===== config.mk =====
export PLATFORM = sky130hd
export DESIGN_NAME = tcd_dispatch
export DESIGN_NICKNAME = d
export VERILOG_FILES = /design/src/verilog/tcd_dispatch.v
export VERILOG_INCLUDE_DIRS = /design/src /design/src/verilog
export SDC_FILE = /design/constraint.sdc
export NUM_CORES = 1
export LEC_CHECK = 0
export CAP_MARGIN = 40
export CORE_ASPECT_RATIO = 0.8
export CORE_MARGIN = 2
export CORE_UTILIZATION = 40
export CTS_CLUSTER_DIAMETER = 60
export DETAILED_ROUTE_END_ITERATION = 8
export DONT_BUFFER_PORTS = 1
export PLACE_DENSITY_LB_ADDON = 0.2
export SYNTH_ARGS = -nofsm -noshare
export SYNTH_HDL_FRONTEND = slang
export SYNTH_SLANG_ARGS = --single-unit

===== constraint.sdc =====
create_clock -name i_clock -period 5.7 [get_ports i_clock]
set_clock_uncertainty 0.15 [all_clocks]
set_input_delay 0.285 -clock i_clock [delete_from_list [all_inputs] [get_ports i_clock]]
set_output_delay 0.285 -clock i_clock [all_outputs]
set_load 0.03 [all_outputs]

===== src/verilog/tcd_regs.vh =====
// Command codes, serial command codes, result codes and memory classes for the tag command dispatcher
`ifndef TCD_REGS_VH
`define TCD_REGS_VH
`define TCD_CMD_NONE 8'h00
`define TCD_CMD_GET_UID 8'h01
`define TCD_CMD_BLK_FIRST 8'h02
`define TCD_CMD_BLK_LAST 8'h05
`define TCD_CMD_PAGE_RD 8'h06
`define TCD_CMD_PAGE_WR 8'h07
`define TCD_CMD_ENCRYPT 8'h08
`define TCD_CMD_DECRYPT 8'h09
`define TCD_CMD_VAL_FIRST 8'h0a
`define TCD_CMD_VAL_LAST 8'h10
`define TCD_CMD_CFG_UID 8'h13
`define TCD_CMD_CNT_FIRST 8'h14
`define TCD_CMD_CNT_LAST 8'h16
`define TCD_CMD_PWD_AUTH 8'h17
`define TCD_CMD_CRC 8'h19
`define TCD_CMD_COPY 8'h1a
`define TCD_CMD_UNLOCK 8'h1b
`define TCD_CMD_LOCK 8'h1c
`define TCD_CMD_POLL 8'h22
`define TCD_SER_READ_IV 8'h13
`define TCD_SER_READ_KEY 8'h14
`define TCD_IV_BYTES 5'h10
`define TCD_KEY_BYTES 5'h10
`define TCD_RES_OK 8'h00
`define TCD_RES_BAD_CMD 8'h01
`define TCD_TYPE_NO_TAG 8'h00
`define TCD_SER_ACK 8'h00
`define TCD_MEM_NONE 4'h0
`define TCD_MEM_UID 4'h1
`define TCD_MEM_BUF 4'h2
`define TCD_MEM_NVM 4'h3
`define TCD_MEM_ALL 4'h4
`define TCD_MEM_POLL 4'h5
`endif


===== src/verilog/tcd_dispatch.v =====
// Tag command dispatcher: command register, operation launch, completion and key readback
//
// Operation
// - Serial code 0x13 answers ack then the sixteen init vector bytes.
// - Serial code 0x14 answers ack then the key bytes.
// - A command register write while no operation is pending requests the operation with that code.
// - Operation starts only after the host transfer writing it has ended.
// - A finished operation sends an unsolicited completion response.
// - Result register refreshes after every executed operation.
// - Code 0x00 does nothing; 0x01 identifies tag and updates identity registers.
// - Codes 0x02 to 0x05 access blocks; reads also update the buffer.
// - Codes 0x06, 0x07 access pages; read also updates the buffer.
// - Codes 0x08, 0x09 encrypt or decrypt buffer data, updating result and buffer.
// - Codes 0x0a to 0x10 are value block operations with signed values.
// - Code 0x13 configures identifier mode, updating only the result.
// - Codes 0x14 to 0x16 read, increment or tear-check counters.
// - Code 0x17 authenticates by password, updating result and buffer.
// - Code 0x19 computes a CRC, updating result and data buffer.
// - Code 0x1a copies bytes between any module memory addresses.
// - Code 0x1b unlocks by password; 0x1c locks, updating result and nonvolatile.
// - Code 0x22 starts periodic polling, updating the result register.
// - Identify with no tag stores the no-tag code as tag type.
`timescale 1ns/100ps
`include "tcd_regs.vh"

module tcd_dispatch #(
    parameter IV_BYTES = 16,
    parameter KEY_BYTES = 16
) (
    input wire i_clock,                 // Module clock, 50 MHz
    input wire i_nrst,                  // Asynchronous reset, active low
    input wire i_cmd_wr,                // Host write into command register, one-cycle pulse
    input wire [7:0] i_cmd_code,        // Value written into command register
    input wire i_xfer_busy,             // Host transfer still in progress, level
    input wire i_ser_req,               // Serial argument-free command, one-cycle pulse
    input wire [7:0] i_ser_code,        // Serial command code
    input wire [8*IV_BYTES-1:0] i_iv,   // Current init vector, byte 0 low
    input wire [8*KEY_BYTES-1:0] i_key, // Current key, byte 0 low
    input wire i_op_done,               // Tag engine finished operation, pulse
    input wire [7:0] i_op_result,       // Tag engine outcome code
    input wire i_tag_found,             // Identify found a tag
    input wire [7:0] i_tag_type,        // Tag type from engine
    input wire i_tx_ready,              // Serial transmitter accepts a byte
    output reg o_op_start,              // Start tag engine, one-cycle pulse
    output reg [7:0] o_op_code,         // Code of operation being executed
    output reg [3:0] o_op_mem,          // Memory class the operation may modify
    output reg o_op_busy,               // Operation pending or running
    output reg [7:0] o_result,          // Result register
    output reg [7:0] o_tag_type,        // Tag type register
    output reg o_result_wr,             // Result register refreshed, pulse
    output reg o_async_resp,            // Completion response request, pulse
    output wire o_tx_valid,             // Serial byte valid
    output reg [7:0] o_tx_data,         // Serial byte
    output reg o_tx_last                // Last byte of serial answer
);

    localparam ST_IDLE = 2'h0;
    localparam ST_WAIT = 2'h1;
    localparam ST_RUN = 2'h2;

    reg [1:0] state;
    reg [7:0] pend_code;
    reg ser_act;
    reg ser_is_key;
    reg [4:0] ser_idx;
    reg [4:0] ser_len;
    reg [8*IV_BYTES-1:0] iv_snap;
    reg [8*KEY_BYTES-1:0] key_snap;
    wire [4:0] pay_idx;
    reg code_ok;
    reg [3:0] mem_class;

    // Classifies a code: defined or not, and which memory it touches
    always @* begin
        code_ok = 1'b1;
        mem_class = `TCD_MEM_NONE;
        // One entry per defined code; anything above the polling code is undefined
        case (pend_code)
            `TCD_CMD_NONE: begin
                mem_class = `TCD_MEM_NONE;
            end
            `TCD_CMD_GET_UID: begin
                mem_class = `TCD_MEM_UID;
            end
            `TCD_CMD_BLK_FIRST: begin
                mem_class = `TCD_MEM_BUF;
            end
            8'h03: begin
                mem_class = `TCD_MEM_NONE;
            end
            8'h04: begin
                mem_class = `TCD_MEM_BUF;
            end
            `TCD_CMD_BLK_LAST: begin
                mem_class = `TCD_MEM_NONE;
            end
            `TCD_CMD_PAGE_RD: begin
                mem_class = `TCD_MEM_BUF;
            end
            `TCD_CMD_PAGE_WR: begin
                mem_class = `TCD_MEM_NONE;
            end
            `TCD_CMD_ENCRYPT: begin
                mem_class = `TCD_MEM_BUF;
            end
            `TCD_CMD_DECRYPT: begin
                mem_class = `TCD_MEM_BUF;
            end
            `TCD_CMD_VAL_FIRST: begin
                mem_class = `TCD_MEM_BUF;
            end
            8'h0b: begin
                mem_class = `TCD_MEM_NONE;
            end
            8'h0c: begin
                mem_class = `TCD_MEM_NONE;
            end
            8'h0d: begin
                mem_class = `TCD_MEM_NONE;
            end
            8'h0e: begin
                mem_class = `TCD_MEM_NONE;
            end
            8'h0f: begin
                mem_class = `TCD_MEM_NONE;
            end
            `TCD_CMD_VAL_LAST: begin
                mem_class = `TCD_MEM_NONE;
            end
            8'h11: begin
                mem_class = `TCD_MEM_BUF;
            end
            8'h12: begin
                mem_class = `TCD_MEM_BUF;
            end
            `TCD_CMD_CFG_UID: begin
                mem_class = `TCD_MEM_NONE;
            end
            `TCD_CMD_CNT_FIRST: begin
                mem_class = `TCD_MEM_BUF;
            end
            8'h15: begin
                mem_class = `TCD_MEM_NONE;
            end
            `TCD_CMD_CNT_LAST: begin
                mem_class = `TCD_MEM_BUF;
            end
            `TCD_CMD_PWD_AUTH: begin
                mem_class = `TCD_MEM_BUF;
            end
            8'h18: begin
                mem_class = `TCD_MEM_NONE;
            end
            `TCD_CMD_CRC: begin
                mem_class = `TCD_MEM_BUF;
            end
            `TCD_CMD_COPY: begin
                mem_class = `TCD_MEM_ALL;
            end
            `TCD_CMD_UNLOCK: begin
                mem_class = `TCD_MEM_NONE;
            end
            `TCD_CMD_LOCK: begin
                mem_class = `TCD_MEM_NVM;
            end
            8'h1d: begin
                mem_class = `TCD_MEM_BUF;
            end
            8'h1e: begin
                mem_class = `TCD_MEM_ALL;
            end
            8'h1f: begin
                mem_class = `TCD_MEM_BUF;
            end
            8'h20: begin
                mem_class = `TCD_MEM_BUF;
            end
            8'h21: begin
                mem_class = `TCD_MEM_NONE;
            end
            `TCD_CMD_POLL: begin
                mem_class = `TCD_MEM_POLL;
            end
            default: begin
                code_ok = 1'b0;
                mem_class = `TCD_MEM_NONE;
            end
        endcase
    end

    // Operation sequencer
    always @(posedge i_clock or negedge i_nrst) begin
        if (!i_nrst) begin
            state <= ST_IDLE;
            pend_code <= 8'h00;
            o_op_start <= 1'b0;
            o_op_code <= 8'h00;
            o_op_mem <= 4'h0;
            o_op_busy <= 1'b0;
            o_result <= 8'h00;
            o_tag_type <= 8'h00;
            o_result_wr <= 1'b0;
            o_async_resp <= 1'b0;
        end else begin
            o_op_start <= 1'b0;
            o_result_wr <= 1'b0;
            o_async_resp <= 1'b0;
            case (state)
                ST_IDLE: begin
                    // Writes while busy are dropped; the host waits for the response
                    if (i_cmd_wr) begin
                        pend_code <= i_cmd_code;
                        o_op_busy <= 1'b1;
                        state <= ST_WAIT;
                    end
                end
                ST_WAIT: begin
                    if (!i_xfer_busy) begin
                        o_op_code <= pend_code;
                        o_op_mem <= mem_class;
                        if (!code_ok) begin
                            o_result <= `TCD_RES_BAD_CMD;
                            o_result_wr <= 1'b1;
                            o_async_resp <= 1'b1;
                            o_op_busy <= 1'b0;
                            state <= ST_IDLE;
                        end else if (pend_code == `TCD_CMD_NONE) begin
                            o_result <= `TCD_RES_OK;
                            o_result_wr <= 1'b1;
                            o_async_resp <= 1'b1;
                            o_op_busy <= 1'b0;
                            state <= ST_IDLE;
                        end else begin
                            o_op_start <= 1'b1;
                            state <= ST_RUN;
                        end
                    end
                end
                ST_RUN: begin
                    if (i_op_done) begin
                        o_result <= i_op_result;
                        o_result_wr <= 1'b1;
                        o_async_resp <= 1'b1;
                        o_op_busy <= 1'b0;
                        // Only the identify operation touches the tag type register
                        if (o_op_code == `TCD_CMD_GET_UID) begin
                            o_tag_type <= i_tag_found ? i_tag_type : `TCD_TYPE_NO_TAG;
                        end
                        state <= ST_IDLE;
                    end
                end
                default: begin
                    state <= ST_IDLE;
                end
            endcase
        end
    end

    assign o_tx_valid = ser_act;
    assign pay_idx = ser_idx - 5'h01;

    // Serial readback of init vector and key: ack byte, then payload low byte first
    always @* begin
        o_tx_data = `TCD_SER_ACK;
        if (ser_idx != 5'h00) begin
            o_tx_data = ser_is_key ? key_snap[8*pay_idx +: 8] : iv_snap[8*pay_idx +: 8];
        end
        o_tx_last = (ser_idx == ser_len);
    end

    // Snapshot taken at the request so an update mid-answer cannot tear the bytes
    always @(posedge i_clock or negedge i_nrst) begin
        if (!i_nrst) begin
            ser_act <= 1'b0;
            ser_is_key <= 1'b0;
            ser_idx <= 5'h00;
            ser_len <= 5'h00;
            iv_snap <= {8*IV_BYTES{1'b0}};
            key_snap <= {8*KEY_BYTES{1'b0}};
        end else if (!ser_act) begin
            if (i_ser_req && i_ser_code == `TCD_SER_READ_IV) begin
                ser_act <= 1'b1;
                ser_is_key <= 1'b0;
                ser_idx <= 5'h00;
                ser_len <= `TCD_IV_BYTES;
                iv_snap <= i_iv;
            end else if (i_ser_req && i_ser_code == `TCD_SER_READ_KEY) begin
                ser_act <= 1'b1;
                ser_is_key <= 1'b1;
                ser_idx <= 5'h00;
                ser_len <= `TCD_KEY_BYTES;
                key_snap <= i_key;
            end
        end else if (i_tx_ready) begin
            if (o_tx_last) begin
                ser_act <= 1'b0;
            end else begin
                ser_idx <= ser_idx + 5'h01;
            end
        end
    end

endmodule


==> metrics.txt, run 1 <==
outcome aborted with a tool error; Halt Stage clock tree synthesis (4_1_cts); error msg [ERROR RSZ-0060] Max buffer count reached.; I/O Buffers 0; quantity of hold-fixing buffers added after cts 287; Syn Std Cell Area 0.0141 mm2; initial core utilization 40.6%; CTS Sinks 304; clk buf depth 3; CTS root buf clkbuf_16; Mapped Nets 1263; Rows 61; Die Y 172 um; largest family of logic cells by synthesized area multiplexers; Adder-Cell Fraction of Synth Area 0.532%; mux contribution to synthesized area 34.5%; post-synthesis xor/xnor area fraction 0.426%; HPWL after detailed placement 25.5 mm; simple-gate share of the synthesized area 4.25%; synthesized area per cell 14.7 um2; Post-CTS Resized 0; Post-synth EDFFs 0; sequential share of the synthesized area 53.9%; FFs w/ async S/R, synth 100%; Post-CTS Setup Bufs 0; Placer Congestion 0.793; Syn Inst Count 961; # IOs 338; Die W 214 um; Synth Area in Compound Gates 3.01%; total CTS buffers 35; Yosys Warn Count 0; Synth Register Bits 304; Main synth FF type dfrtp_1; synth unique cells 61; htree depth 2
==> cells in the mapped netlist (all sizes together) (2+ instances only) <==
| library cell | count | area, um2 |
|---|---|---|
| a21oi | 16 | 80.1 |
| a31oi | 3 | 25.0 |
| a32o | 2 | 20.0 |
| a32oi | 2 | 25.0 |
| and2 | 2 | 13.8 |
| and3 | 2 | 12.5 |
| buf | 45 | 285 |
| clkbuf | 20 | 75.1 |
| clkinv | 5 | 18.8 |
| dfrtp | 304 | 7610 |
| ha | 6 | 75.1 |
| inv | 21 | 78.8 |
| mux2 | 275 | 3100 |
| mux2i | 15 | 150 |
| mux4 | 72 | 1620 |
| nand2 | 71 | 267 |
| nand2b | 5 | 31.3 |
| nand3 | 6 | 30.0 |
| nand4 | 6 | 37.5 |
| nor2 | 17 | 66.3 |
| nor2b | 2 | 12.5 |
| nor3 | 8 | 55.1 |
| o21ai | 19 | 98.9 |
| o22ai | 8 | 50.1 |
| xnor2 | 2 | 17.5 |
| xor2 | 4 | 42.6 |
==> through the flow <==
step	std cells	utilization [%]	area (um2)	setup slack (ns)	hold WS, ns
after floorplan	961	-	14100	2.10	-0.161
after global placement	1372	41.5	14400	2.20	-0.151
after detailed placement	1372	41.5	14400	2.16	-0.147
==> cells by family after synthesis <==
family	Yosys count
buffers and inverters	92
adder cells (fa/ha/maj)	6
flip-flops	304
other	1
XOR/XNOR	6
multiplexers	362
AO/OA/AOI/OAI	62
AND/OR/NAND/NOR	128
==> inputs of run 2 (changes only) <==
--- a/config.mk
+++ b/config.mk
@@ -7,13 +7,11 @@
 export NUM_CORES = 1
 export LEC_CHECK = 0
 export CAP_MARGIN = 40
-export CORE_ASPECT_RATIO = 0.8
 export CORE_MARGIN = 2
-export CORE_UTILIZATION = 40
-export CTS_CLUSTER_DIAMETER = 60
+export CORE_UTILIZATION = 25
 export DETAILED_ROUTE_END_ITERATION = 8
 export DONT_BUFFER_PORTS = 1
-export PLACE_DENSITY_LB_ADDON = 0.2
+export PLACE_DENSITY_LB_ADDON = 0.15
 export SYNTH_ARGS = -nofsm -noshare
 export SYNTH_HDL_FRONTEND = slang
 export SYNTH_SLANG_ARGS = --single-unit
==> metrics.txt, run 2 <==
outcome complete, but fails checks; failing checks negative hold slack; commonest non-fill, non-tap cell in the layout dfrtp_1; WL per Instance 22.2 um; synthesized area per cell 14.7 um2; vias in the first global route 10200; RSZ-0062 raised after global routing false; Hold Vio Cnt, Final 304; core area 0.0561 mm2; most frequent cells after synthesis dfrtp_1 (304), mux2_2 (234), mux4_2 (72); Synth Register Bits 304; 1st-iter DRT viols 368; # IOs 338; crit path launch type flop; Syn Inst Count 961; overall power 5920 uW; Remaining DRCs 0; worst reg2reg setup slack 2.69 ns; fin crit share 70.6%; Slew Viols, Final 0; vias 9108; CTS root buf clkbuf_16; fmax 249 MHz; total CTS buffers 39; WHS -0.708 ns; Pre-Repair DR Iteration Count 4; worst slew pin tran 0.896 ns; HPWL after detailed placement 31.5 mm; initial antenna violation count 10; Die W 242 um; htree depth 2; Area Growth Syn to Fin 34.7%; TritonCTS clock tree done; Post-CTS Setup Bufs 0; Post-synth EDFFs 0; Worst EP arrival 3.59 ns; Critical Path Fanout Max 33; Remaining Overflow, GRT 0; Synth top area share 53.9%; clk buf depth 3; initial core utilization 25.2%; Crit Path Class flop to output pin; reg-to-reg critical path startpoint state[0]; Total Wirelength 44.8 mm; sequential share of the synthesized area 53.9%; LEAKAGE 0.00861 uW; I/O Buffers 0; CTS Sinks 304; Yosys Warn Count 0; Die Y 242 um; PwrDens 311 mW/mm2; Placer Congestion 0.745; Max Cap Viol 0; minimum clock period 4.02 ns; quantity of hold-fixing buffers added after cts 287; clk slew on worst S/H paths 0.06 ns; crit end category output pin; Area contributors post-synth dfrtp_1 (54%), mux2_2 (19%), mux4_2 (11%); Mapped Nets 1263; Main synth FF type dfrtp_1; Rows 87; share of cells above drive strength 1 31.3%; reg2reg path depth 8; most common cell in the netlist dfrtp_1; gr usage total 15.4%; Synth area leader dfrtp_1; WP data required 5.27 ns; fin nets 1537; post-route ant nets 0; FFs w/ async S/R, synth 100%; Post-CTS Resized 0; setup TNS 0 ns; Max IR drop VDD 0.000206 V; synth unique cells 61; first-pass GRT wire length 67.6 mm; largest net degree at the start of global routing 305; Syn Std Cell Area 0.0141 mm2; Slew HR 41.1%; Largest regs iv_snap: 128 flops, key_snap: 128 flops; Setup Viol. Count Final 0; clock latency on the worst-skew pair 0.54 ns; Total Die Area 0.0584 mm2; vias per cell 4.51; Worst R2R End state[0]; hold crit path type input pin to asynchronous set/reset pin; most frequent cells in the layout dfrtp_1 (302), dlygate4sd3_1 (287), mux2_2 (234)
-- run 2: routing by layer --
layer / GRT usage [%] / wire length, um
met1: 20.0 / 19700
met5: 0 / 32
met3: 4.86 / 2990
met4: 3.82 / 899
met2: 24.9 / 21100
-- run 2: report_power, final --
group	total, uW	leakage, uW	internal (uW)	switching [uW]
Sequential	2680	0.00415	2340	341
Combinational	781	0.00383	462	319
Clock	2460	0.000629	1480	974
-- run 2: cells by family after synthesis --
family	share of synthesized area (%)
compound gates	3.01
xor+xnor	0.426
fa+ha+maj	0.532
buf+inv	3.33
flops	53.9
mux	34.5
other cells	0.0266
simple gates	4.25
-- run 2: stage by stage --
stage | instance area (um2) | setup WS, ns | instances | utilization, %
finish | 19000 | 1.68 | 2020 | 33.9
global route | 19000 | 1.42 | 2018 | 33.9
CTS | 19000 | 1.60 | 2015 | 33.9
detailed placement | 14900 | 2.18 | 1663 | 26.5
global placement | 14800 | 2.23 | 1660 | 26.4
floorplan | 14100 | 2.10 | 961 | -
-- run 2: worst max-delay path by stage --
stage	to	slack, ns	from	depth (start not counted)
after floorplan	o_tx_data[3]	2.10	ser_idx[0]	12
after global placement	o_tx_data[0]	2.23	ser_idx[0]	7
after global routing	o_tx_data[2]	1.42	ser_idx[0]	7
final	o_tx_data[4]	1.68	ser_idx[0]	7
after CTS	o_tx_data[0]	1.60	ser_idx[0]	7
after detailed placement	o_tx_data[0]	2.18	ser_idx[0]	7
-- run 2: critical path, stage by stage, from the launching register on --
cell and delay [ns]:
dfrtp_4 0.46, inv_1 0.33, ha_2 0.85, mux4_2 0.36, nand2_1 0.06, nand2_1 0.16, a21oi_1 0.12, o22ai_1 0.68
-- run 2: area by class of cell --
class,count,area [um2]
fillers,5554,37100
flip-flops and latches,304,7610
multi-input cells,565,6050
repair buffers,299,3040
clock buffers,53,1140
well taps,756,946
clock inverters,12,114
inverters,26,97.6
diodes,5,12.5
No activity file was read; power rests on OpenSTA's default activity.
